==> src/rtl/adcc_defines.vh <==
`ifndef ADCC_DEFINES_VH
`define ADCC_DEFINES_VH

// Byte offsets on the register bus
`define ADCC_OFS_CTL_LOW   8'h00
`define ADCC_OFS_CTL_HIGH  8'h04
`define ADCC_OFS_RESULT    8'h08
`define ADCC_OFS_IRQ_STAT  8'h0C
`define ADCC_OFS_IRQ_MASK  8'h10

// converter_control_low fields
`define ADCC_LOW_MSC       7
`define ADCC_LOW_REFSEL    6
`define ADCC_LOW_REFERENCE_GENERATOR_ON     5
`define ADCC_LOW_PWR       4
`define ADCC_LOW_IE        3
`define ADCC_LOW_IFG       2
`define ADCC_LOW_ENC       1
`define ADCC_LOW_SC        0

// converter_control_high fields
`define ADCC_HIGH_INCH_MSB 15
`define ADCC_HIGH_INCH_LSB 12
`define ADCC_HIGH_SHS_MSB  11
`define ADCC_HIGH_SHS_LSB  10
`define ADCC_HIGH_DF       9
`define ADCC_HIGH_TRIGGER_INVERT     8
`define ADCC_HIGH_SEQ_MSB  2
`define ADCC_HIGH_SEQ_LSB  1
`define ADCC_HIGH_BUSY     0

// Reset values
`define ADCC_CTL_LOW_RST   16'h0000
`define ADCC_CTL_HIGH_RST  16'h0000
`define ADCC_RESULT_RST    16'h0000
`define ADCC_IRQ_RST       2'h0

// Fields frozen while conversion_enable is set
`define ADCC_LOW_PROT      16'hFFF0
`define ADCC_HIGH_PROT     16'hFFFE
`define ADCC_HIGH_WMASK    16'hFFFE

// Sequence modes
`define ADCC_SEQ_SINGLE    2'h0
`define ADCC_SEQ_CHANNELS  2'h1
`define ADCC_SEQ_REP_ONE   2'h2
`define ADCC_SEQ_REP_SEQ   2'h3

// Trigger sources
`define ADCC_SHS_SOFT      2'h0
`define ADCC_SHS_TMR1      2'h1
`define ADCC_SHS_TMR0      2'h2
`define ADCC_SHS_TMR2      2'h3

// Status bits
`define ADCC_ST_RESULT     0
`define ADCC_ST_SEQDONE    1

// Bus responses
`define ADCC_RESP_OKAY     2'h0
`define ADCC_RESP_SLVERR   2'h2

`endif

==> src/rtl/adcc_ctrl.v <==
// Chosen here: the AXI4-Lite register port and the placing of the registers.
`timescale 1ns/1ps
`default_nettype none
`include "adcc_defines.vh"

module adcc_ctrl (
  // Clock and reset
  input  wire        i_clk,
  input  wire        i_rst_b,
  // AXI4-Lite write
  input  wire [31:0] i_awaddr,
  input  wire        i_awvalid,
  output wire        o_awready,
  input  wire [31:0] i_wdata,
  input  wire [3:0]  i_wstrb,
  input  wire        i_wvalid,
  output wire        o_wready,
  output reg  [1:0]  o_bresp,
  output reg         o_bvalid,
  input  wire        i_bready,
  // AXI4-Lite read
  input  wire [31:0] i_araddr,
  input  wire        i_arvalid,
  output wire        o_arready,
  output reg  [31:0] o_rdata,
  output reg  [1:0]  o_rresp,
  output reg         o_rvalid,
  input  wire        i_rready,
  // Converter core
  output reg         o_sample_start,
  output reg  [3:0]  o_channel,
  input  wire        i_conv_done,
  input  wire [9:0]  i_conv_data,
  output reg  [15:0] o_result,
  // Triggers and transfer controller
  input  wire [2:0]  i_timer_out,
  input  wire        i_dtc_active,
  input  wire        i_dtc_block_done,
  // Interrupts
  input  wire        i_irq_ack,
  output wire        o_result_irq_req,
  output wire        o_irq,
  // Analog controls
  output wire        o_converter_power_on,
  output wire        o_reference_generator_on,
  output wire        o_reference_level_select,
  output wire        o_conversion_active
);

  localparam [1:0] ST_IDLE = 2'h0;
  localparam [1:0] ST_CONV = 2'h1;
  localparam [1:0] ST_WAIT = 2'h2;

  reg  [15:0] ctl0_q;
  reg  [15:0] ctl0_d;
  reg  [15:0] ctl1_q;
  reg  [15:0] ctl1_d;
  reg  [1:0]  stat_q;
  reg  [1:0]  stat_d;
  reg  [1:0]  mask_q;
  reg         aw_have_q;
  reg  [7:0]  awaddr_q;
  reg         w_have_q;
  reg  [31:0] wdata_q;
  reg  [3:0]  wstrb_q;
  reg  [1:0]  state_q;
  reg  [15:0] bmask;
  reg  [15:0] wm;
  reg         shi_level;
  reg  [31:0] rd_mux;
  reg         rd_hit;
  reg         wr_hit;
  reg         more;
  reg  [3:0]  chan_next;

  wire        wr_go;
  wire        ar_go;
  wire        trig;
  wire        conversion_enable;
  wire        pwr;
  wire        run_ok;
  wire        msc_eff;
  wire [1:0]  mode;
  wire [3:0]  inch;
  wire        busy;
  wire        res_evt;
  wire        ifg_set;
  wire        seq_done;
  wire [7:0]  araddr;

  assign conversion_enable     = ctl0_q[`ADCC_LOW_ENC];
  assign pwr     = ctl0_q[`ADCC_LOW_PWR];
  assign run_ok  = conversion_enable & pwr;
  assign mode    = ctl1_q[`ADCC_HIGH_SEQ_MSB:`ADCC_HIGH_SEQ_LSB];
  assign inch    = ctl1_q[`ADCC_HIGH_INCH_MSB:`ADCC_HIGH_INCH_LSB];
  assign msc_eff = ctl0_q[`ADCC_LOW_MSC] & (mode != `ADCC_SEQ_SINGLE);
  assign busy    = (state_q != ST_IDLE);
  assign araddr  = i_araddr[7:0];

  // Bus slave: address and data latched separately, any order
  assign o_awready = ~aw_have_q;
  assign o_wready  = ~w_have_q;
  assign wr_go     = aw_have_q & w_have_q & ~o_bvalid;
  assign o_arready = ~o_rvalid;
  assign ar_go     = i_arvalid & ~o_rvalid;

  always @(posedge i_clk) begin
    if (!i_rst_b) begin
      aw_have_q <= 1'b0;
      awaddr_q  <= 8'h00;
      w_have_q  <= 1'b0;
      wdata_q   <= 32'h0000_0000;
      wstrb_q   <= 4'h0;
      o_bvalid  <= 1'b0;
      o_bresp   <= `ADCC_RESP_OKAY;
    end else begin
      if (i_awvalid && !aw_have_q) begin
        aw_have_q <= 1'b1;
        awaddr_q  <= i_awaddr[7:0];
      end
      if (i_wvalid && !w_have_q) begin
        w_have_q <= 1'b1;
        wdata_q  <= i_wdata;
        wstrb_q  <= i_wstrb;
      end
      if (wr_go) begin
        aw_have_q <= 1'b0;
        w_have_q  <= 1'b0;
        o_bvalid  <= 1'b1;
        o_bresp   <= wr_hit ? `ADCC_RESP_OKAY : `ADCC_RESP_SLVERR;
      end else if (o_bvalid && i_bready) begin
        o_bvalid <= 1'b0;
      end
    end
  end

  always @* begin
    wr_hit = (awaddr_q == `ADCC_OFS_CTL_LOW)  || (awaddr_q == `ADCC_OFS_CTL_HIGH) ||
             (awaddr_q == `ADCC_OFS_RESULT)   || (awaddr_q == `ADCC_OFS_IRQ_STAT) ||
             (awaddr_q == `ADCC_OFS_IRQ_MASK);
    bmask  = {{8{wstrb_q[1]}}, {8{wstrb_q[0]}}};
  end

  // Read mux
  always @* begin
    rd_hit = 1'b1;
    rd_mux = 32'h0000_0000;
    case (araddr)
      `ADCC_OFS_CTL_LOW:  rd_mux = {16'h0000, ctl0_q};
      `ADCC_OFS_CTL_HIGH: rd_mux = {16'h0000, ctl1_q[15:1], busy};
      `ADCC_OFS_RESULT:   rd_mux = {16'h0000, o_result};
      `ADCC_OFS_IRQ_STAT: rd_mux = {30'h0000_0000, stat_q};
      `ADCC_OFS_IRQ_MASK: rd_mux = {30'h0000_0000, mask_q};
      default:            rd_hit = 1'b0;
    endcase
  end

  always @(posedge i_clk) begin
    if (!i_rst_b) begin
      o_rvalid <= 1'b0;
      o_rdata  <= 32'h0000_0000;
      o_rresp  <= `ADCC_RESP_OKAY;
    end else if (ar_go) begin
      o_rvalid <= 1'b1;
      o_rdata  <= rd_mux;
      o_rresp  <= rd_hit ? `ADCC_RESP_OKAY : `ADCC_RESP_SLVERR;
    end else if (o_rvalid && i_rready) begin
      o_rvalid <= 1'b0;
    end
  end

  // Trigger source and edge detection
  always @* begin
    case (ctl1_q[`ADCC_HIGH_SHS_MSB:`ADCC_HIGH_SHS_LSB])
      `ADCC_SHS_SOFT: shi_level = ctl0_q[`ADCC_LOW_SC];
      `ADCC_SHS_TMR1: shi_level = i_timer_out[1];
      `ADCC_SHS_TMR0: shi_level = i_timer_out[0];
      `ADCC_SHS_TMR2: shi_level = i_timer_out[2];
      default:        shi_level = 1'b0;
    endcase
  end

  adcc_edge_det u_edge (
    .i_clk   (i_clk),
    .i_rst_b (i_rst_b),
    .i_level (shi_level),
    .i_invert(ctl1_q[`ADCC_HIGH_TRIGGER_INVERT]),
    .o_rise  (trig)
  );

  // Sequencer
  assign res_evt  = (state_q == ST_CONV) & i_conv_done;
  assign seq_done = busy & ~more & (res_evt | (state_q == ST_WAIT & ~conversion_enable) | ~pwr);

  always @* begin
    more      = 1'b0;
    chan_next = o_channel;
    if (state_q == ST_CONV && pwr) begin
      if (mode[0] && o_channel != 4'h0) begin
        more      = 1'b1;
        chan_next = o_channel - 4'h1;
      end else if (mode[1] && conversion_enable) begin
        more      = 1'b1;
        chan_next = inch;
      end
    end
  end

  always @(posedge i_clk) begin
    if (!i_rst_b) begin
      state_q        <= ST_IDLE;
      o_channel      <= 4'h0;
      o_sample_start <= 1'b0;
      o_result       <= `ADCC_RESULT_RST;
    end else begin
      o_sample_start <= 1'b0;
      case (state_q)
        ST_IDLE: begin
          if (run_ok && trig) begin
            state_q        <= ST_CONV;
            o_channel      <= inch;
            o_sample_start <= 1'b1;
          end
        end
        ST_CONV: begin
          if (!pwr) begin
            state_q <= ST_IDLE;
          end else if (i_conv_done) begin
            o_channel <= chan_next;
            if (!more) begin
              state_q <= ST_IDLE;
            end else if (msc_eff && run_ok) begin
              o_sample_start <= 1'b1;
            end else begin
              state_q <= ST_WAIT;
            end
          end
        end
        ST_WAIT: begin
          if (!run_ok) begin
            state_q <= ST_IDLE;
          end else if (trig) begin
            state_q        <= ST_CONV;
            o_sample_start <= 1'b1;
          end
        end
        default: state_q <= ST_IDLE;
      endcase
      if (res_evt) begin
        if (ctl1_q[`ADCC_HIGH_DF]) begin
          o_result <= {~i_conv_data[9], i_conv_data[8:0], 6'h00};
        end else begin
          o_result <= {6'h00, i_conv_data};
        end
      end
    end
  end

  // Flag source depends on transfer controller
  assign ifg_set = i_dtc_active ? i_dtc_block_done : res_evt;

  // Control registers
  always @* begin
    ctl0_d                = ctl0_q;
    ctl0_d[`ADCC_LOW_SC]  = 1'b0;
    ctl1_d                = ctl1_q;
    wm                    = 16'h0000;
    if (i_irq_ack) begin
      ctl0_d[`ADCC_LOW_IFG] = 1'b0;
    end
    if (wr_go && awaddr_q == `ADCC_OFS_CTL_LOW) begin
      wm     = conversion_enable ? (bmask & ~`ADCC_LOW_PROT) : bmask;
      ctl0_d = (ctl0_d & ~wm) | (wdata_q[15:0] & wm);
    end
    if (wr_go && awaddr_q == `ADCC_OFS_CTL_HIGH && !conversion_enable) begin
      wm     = bmask & `ADCC_HIGH_WMASK;
      ctl1_d = (ctl1_q & ~wm) | (wdata_q[15:0] & wm);
    end
    if (ifg_set) begin
      ctl0_d[`ADCC_LOW_IFG] = 1'b1;
    end
  end

  // Event status, write one to clear, set wins
  always @* begin
    stat_d = stat_q;
    if (wr_go && awaddr_q == `ADCC_OFS_IRQ_STAT && wstrb_q[0]) begin
      stat_d = stat_q & ~wdata_q[1:0];
    end
    if (res_evt) begin
      stat_d[`ADCC_ST_RESULT] = 1'b1;
    end
    if (seq_done) begin
      stat_d[`ADCC_ST_SEQDONE] = 1'b1;
    end
  end

  always @(posedge i_clk) begin
    if (!i_rst_b) begin
      ctl0_q <= `ADCC_CTL_LOW_RST;
      ctl1_q <= `ADCC_CTL_HIGH_RST;
      stat_q <= `ADCC_IRQ_RST;
      mask_q <= `ADCC_IRQ_RST;
    end else begin
      ctl0_q <= ctl0_d;
      ctl1_q <= ctl1_d;
      stat_q <= stat_d;
      if (wr_go && awaddr_q == `ADCC_OFS_IRQ_MASK && wstrb_q[0]) begin
        mask_q <= wdata_q[1:0];
      end
    end
  end

  // Outputs
  assign o_result_irq_req = ctl0_q[`ADCC_LOW_IE] & ctl0_q[`ADCC_LOW_IFG];
  assign o_irq            = o_result_irq_req | (|(stat_q & mask_q));
  assign o_converter_power_on     = pwr;
  assign o_reference_generator_on = ctl0_q[`ADCC_LOW_REFERENCE_GENERATOR_ON];
  // Level select meaningless with the reference off
  assign o_reference_level_select = ctl0_q[`ADCC_LOW_REFSEL] & ctl0_q[`ADCC_LOW_REFERENCE_GENERATOR_ON];
  assign o_conversion_active      = busy;

endmodule // adcc_ctrl

`default_nettype wire

==> src/rtl/adcc_edge_det.v <==
`timescale 1ns/1ps
`default_nettype none

module adcc_edge_det (
  // Clock and reset
  input  wire i_clk,
  input  wire i_rst_b,
  // Level in
  input  wire i_level,
  input  wire i_invert,
  // Edge out
  output wire o_rise
);

  wire cur;
  reg  prev_q;

  assign cur    = i_level ^ i_invert;
  assign o_rise = cur & ~prev_q;

  // Reset high so an inverted idle level is no edge
  always @(posedge i_clk) begin
    if (!i_rst_b) begin
      prev_q <= 1'b1;
    end else begin
      prev_q <= cur;
    end
  end

endmodule // adcc_edge_det

`default_nettype wire

==> config.mk <==
export PLATFORM = sky130hd
export DESIGN_NAME = adcc_ctrl
export DESIGN_NICKNAME = d
export VERILOG_FILES = /design/src/rtl/adcc_ctrl.v /design/src/rtl/adcc_edge_det.v
export VERILOG_INCLUDE_DIRS = /design/src /design/src/rtl
export SDC_FILE = /design/constraint.sdc
export NUM_CORES = 1
export LEC_CHECK = 0
export BUFFER_PORTS_ARGS = -buffer_cell sky130_fd_sc_hd__buf_2
export CAP_MARGIN = 10
export CORE_UTILIZATION = 52
export CTS_CLUSTER_DIAMETER = 100
export CTS_CLUSTER_SIZE = 24
export DETAILED_ROUTE_END_ITERATION = 7
export PLACE_DENSITY = 0.89
export SYNTH_ARGS = -nofsm -noshare
export SYNTH_HDL_FRONTEND = slang
export SYNTH_HIERARCHICAL = 1
export SYNTH_SLANG_ARGS = --single-unit
export TNS_END_PERCENT = 30
==> constraint.sdc <==
create_clock -name i_clk -period 5.3 [get_ports i_clk]
set_input_delay 1.06 -clock i_clk [delete_from_list [all_inputs] [get_ports i_clk]]
set_output_delay 1.06 -clock i_clk [all_outputs]
set_load 0.02 [all_outputs]
==> results.toml <==
[critical_path]
crit_fanout = 51
r2r-end = "o_channel[2]$_SDFFE_PN0P_"
slowest_stage = "nor2_1"
cpPeakStageDelay_ns = 0.80
r2r_cells = 5
crit_type = "primary input to flip-flop"
crit_required_ns = 5.58
reg2reg_slack_ns = 2.94
critPathLaunchType = "primary input"
r2r-start = "state_q[0]$_SDFFE_PN0P_"
arrival_ns = 2.98
endpoint_kind = "flip-flop"
path_cells = "buf_2 -> inv_1 -> nor2_1 -> nand2_1 -> o21ai_0"

[power_and_ir_drop]
p_leak_nw = 2.12
p_sw_share_pct = 25.6
power_mw = 1.39
p_per_area_nw_per_um2 = 263
p_seq_share_pct = 59.9
vdd_drop_max_v = 0.000137
clockPowerShare_pct = 31.4
intPower_mw = 1.04
pwr-share-comb_pct = 8.7
p_sw_mw = 0.357

[grt]
grt_max_degree = 59
gr-total-overflow = 0
antenna_found_initial = 0
grt_pass1_vias = 3796
track_usage_pct = 24.5
grt_pass1_wl_um = 18500

[finish]
final_area_um2 = 5300
mostFrequentLayoutCells = "dfxtp_1, buf_2, nand2_1, a21oi_1"
antennaDiodeCount = 0
multi_input_area_um2 = 2280
fill_cells = 755
regArea_um2 = 2140
num-nets-final = 761
drive_above_1_share_pct = 23.2
fin_cells = 749
area_growth_pct = 13.5

[clocking]
clk_pin_slew_worst_paths_ns = 0.09
htreeDepth = 3
cts_tree = "done"
clock_latency_ns = 0.36
clockBufferDepth = 2
cts_buffers = 9
post_cts_resized = 0
cts_root_buffer = "clkbuf_8"
hold_buffers = 0
clock_sinks = 107
cts_setup_buffers = 0

[sta]
slew_violations = 0
tightest_slew_ns = 1.05
post-route-min-period_ns = 2.70
hold_viol = 0
finalCritPeriodShare_pct = 50.9
grt_setup_unrepaired = "false"
fin_tns_setup_ns = 0
setup_viol_count_final = 0
maxClockFrequency_mhz = 371
hold_ws_ns = 0.462
slew_headroom_pct = 29.6
finClkSkew_ns = 0.0134

[placed_design]
routabilityCongestion = 0.899
placed_cells = 733
io_buffers = 107
placed_cell_area_um2 = 5140
dp_hpwl_um = 8460

[synthesis]
yosysSeqAreaShare_pct = 45.9
synthCells = 552
ys.warnings.count = 6
synth_edf_count = 0
syn_avg_cell_area_um2 = 8.46
synth_flop_cell = "dfxtp_1"
synth_seq_cells = 107
synth_cell_types = 50
async_reset_ff_share_pct = 0
netlist_area_um2 = 4670

[route]
wirelength_um = 11500
detail_route.wl_per_cell_um = 15.3
via_count = 4214
avgViaCountPerCell = 5.63
drtIter0Drc = 193
dr.pass1.iters = 5
drc = 0
drtAntennaViolNets = 0

[min_path]
hp-class = "flip-flop to flip-flop"
whs_endpoint = "wdata_q[11]$_SDFFE_PN0P_"
hold_depth = 2
min-delay-start = "wdata_q[11]$_SDFFE_PN0P_"

[die]
ios = 192
die_w_um = 96.8
num_rows = 34
die_area_um2 = 9370
die_h_um = 96.8
fp.coreArea_um2 = 8720
start_util_pct = 53.6

[run]
max_cap_viol_count = 0

[run_status]
status = "complete, no violations"
-- metrics by stage --
step / setup WS, ns / util [%]
CTS: 2.64 / 60.8
global placement: 2.32 / 58.9
floorplan: 2.67 / -
detailed placement: 2.27 / 58.9
finish: 2.60 / 60.8
global route: 2.33 / 60.8
-- worst max-delay path by stage --
stage	start	to	slack, ns	cells after the start
2_1_floorplan	i_timer_out[2]	o_channel[0]$_SDFFE_PN0P_	2.67	8
3_3_place_gp	i_timer_out[2]	o_channel[0]$_SDFFE_PN0P_	2.32	9
3_5_place_dp	i_rst_b	o_rdata[13]$_SDFFE_PN0P_	2.27	5
4_1_cts	i_rst_b	o_rdata[4]$_SDFFE_PN0P_	2.64	5
5_1_grt	i_rst_b	o_rdata[4]$_SDFFE_PN0P_	2.33	5
6_report	i_rst_b	o_rdata[4]$_SDFFE_PN0P_	2.60	5
-- critical path, delay by kind of cell --
kind	cells	cell delay, ns
and+or+nand+nor	2	0.94
buffers and inverters	2	0.86
AOI/OAI and AO/OA	1	0.11
-- area by class of cell --
cell class / count / area share (%)
Clock buffer: 12 / 2.55
Sequential cell: 107 / 40.4
Clock inverter: 4 / 0.496
Timing Repair Buffer: 108 / 10.2
Multi-Input combinational cell: 399 / 43.0
Tap cell: 108 / 2.55
Inverter: 11 / 0.779
-- cells in the mapped netlist (all sizes together), types with 2 or more instances --
master / number / area, um^2
nor2b: 6 / 40.0
and3: 3 / 18.8
o32ai: 2 / 17.5
or3: 3 / 23.8
nand3b: 12 / 90.1
nor3b: 5 / 37.5
and2: 3 / 18.8
mux2: 14 / 158
nor4: 2 / 27.5
mux2i: 18 / 180
a31oi: 2 / 12.5
nor2: 32 / 120
nand3: 39 / 195
nand2b: 2 / 12.5
or2: 2 / 12.5
o21ai: 48 / 240
a22oi: 15 / 113
a211oi: 6 / 45.0
dfxtp: 107 / 2140
a21oi: 45 / 225
o211ai: 2 / 15.0
nor4b: 2 / 38.8
nand2: 97 / 364
inv: 11 / 41.3
nand4: 4 / 37.5
a21o: 2 / 15.0
buf: 33 / 203
clkbuf: 19 / 71.3
o31ai: 2 / 15.0
nor3: 3 / 20.0
-- per-layer routing --
| metal | share of wire [%] | GRT usage, % | routed length, um |
|---|---|---|---|
| met3 | 6.8 | 3.25 | 779 |
| met5 | 0 | 0 | 0 |
| met4 | 3.0 | 10.7 | 348 |
| met2 | 46 | 38.8 | 5250 |
| met1 | 44 | 33.6 | 5100 |
-- logic make-up after synthesis --
| logic type | synth area share (%) |
|---|---|
| compound gates | 16.1 |
| fa+ha+maj | 0.268 |
| xor+xnor | 0.188 |
| buf+inv | 6.75 |
| simple gates | 23.0 |
| mux | 7.71 |
| other cells | 0.0803 |
| flops | 45.9 |
-- power by group through the flow --
stage	logic, mW	registers (mW)	clock network [mW]
floorplan	0.0877	0.851	0
global placement	0.116	0.851	0
detailed placement	0.120	0.852	0
CTS	0.120	0.833	0.442
global route	0.133	0.836	0.476
finish	0.121	0.834	0.438
Note: power is estimated with default switching activity, not from simulation.
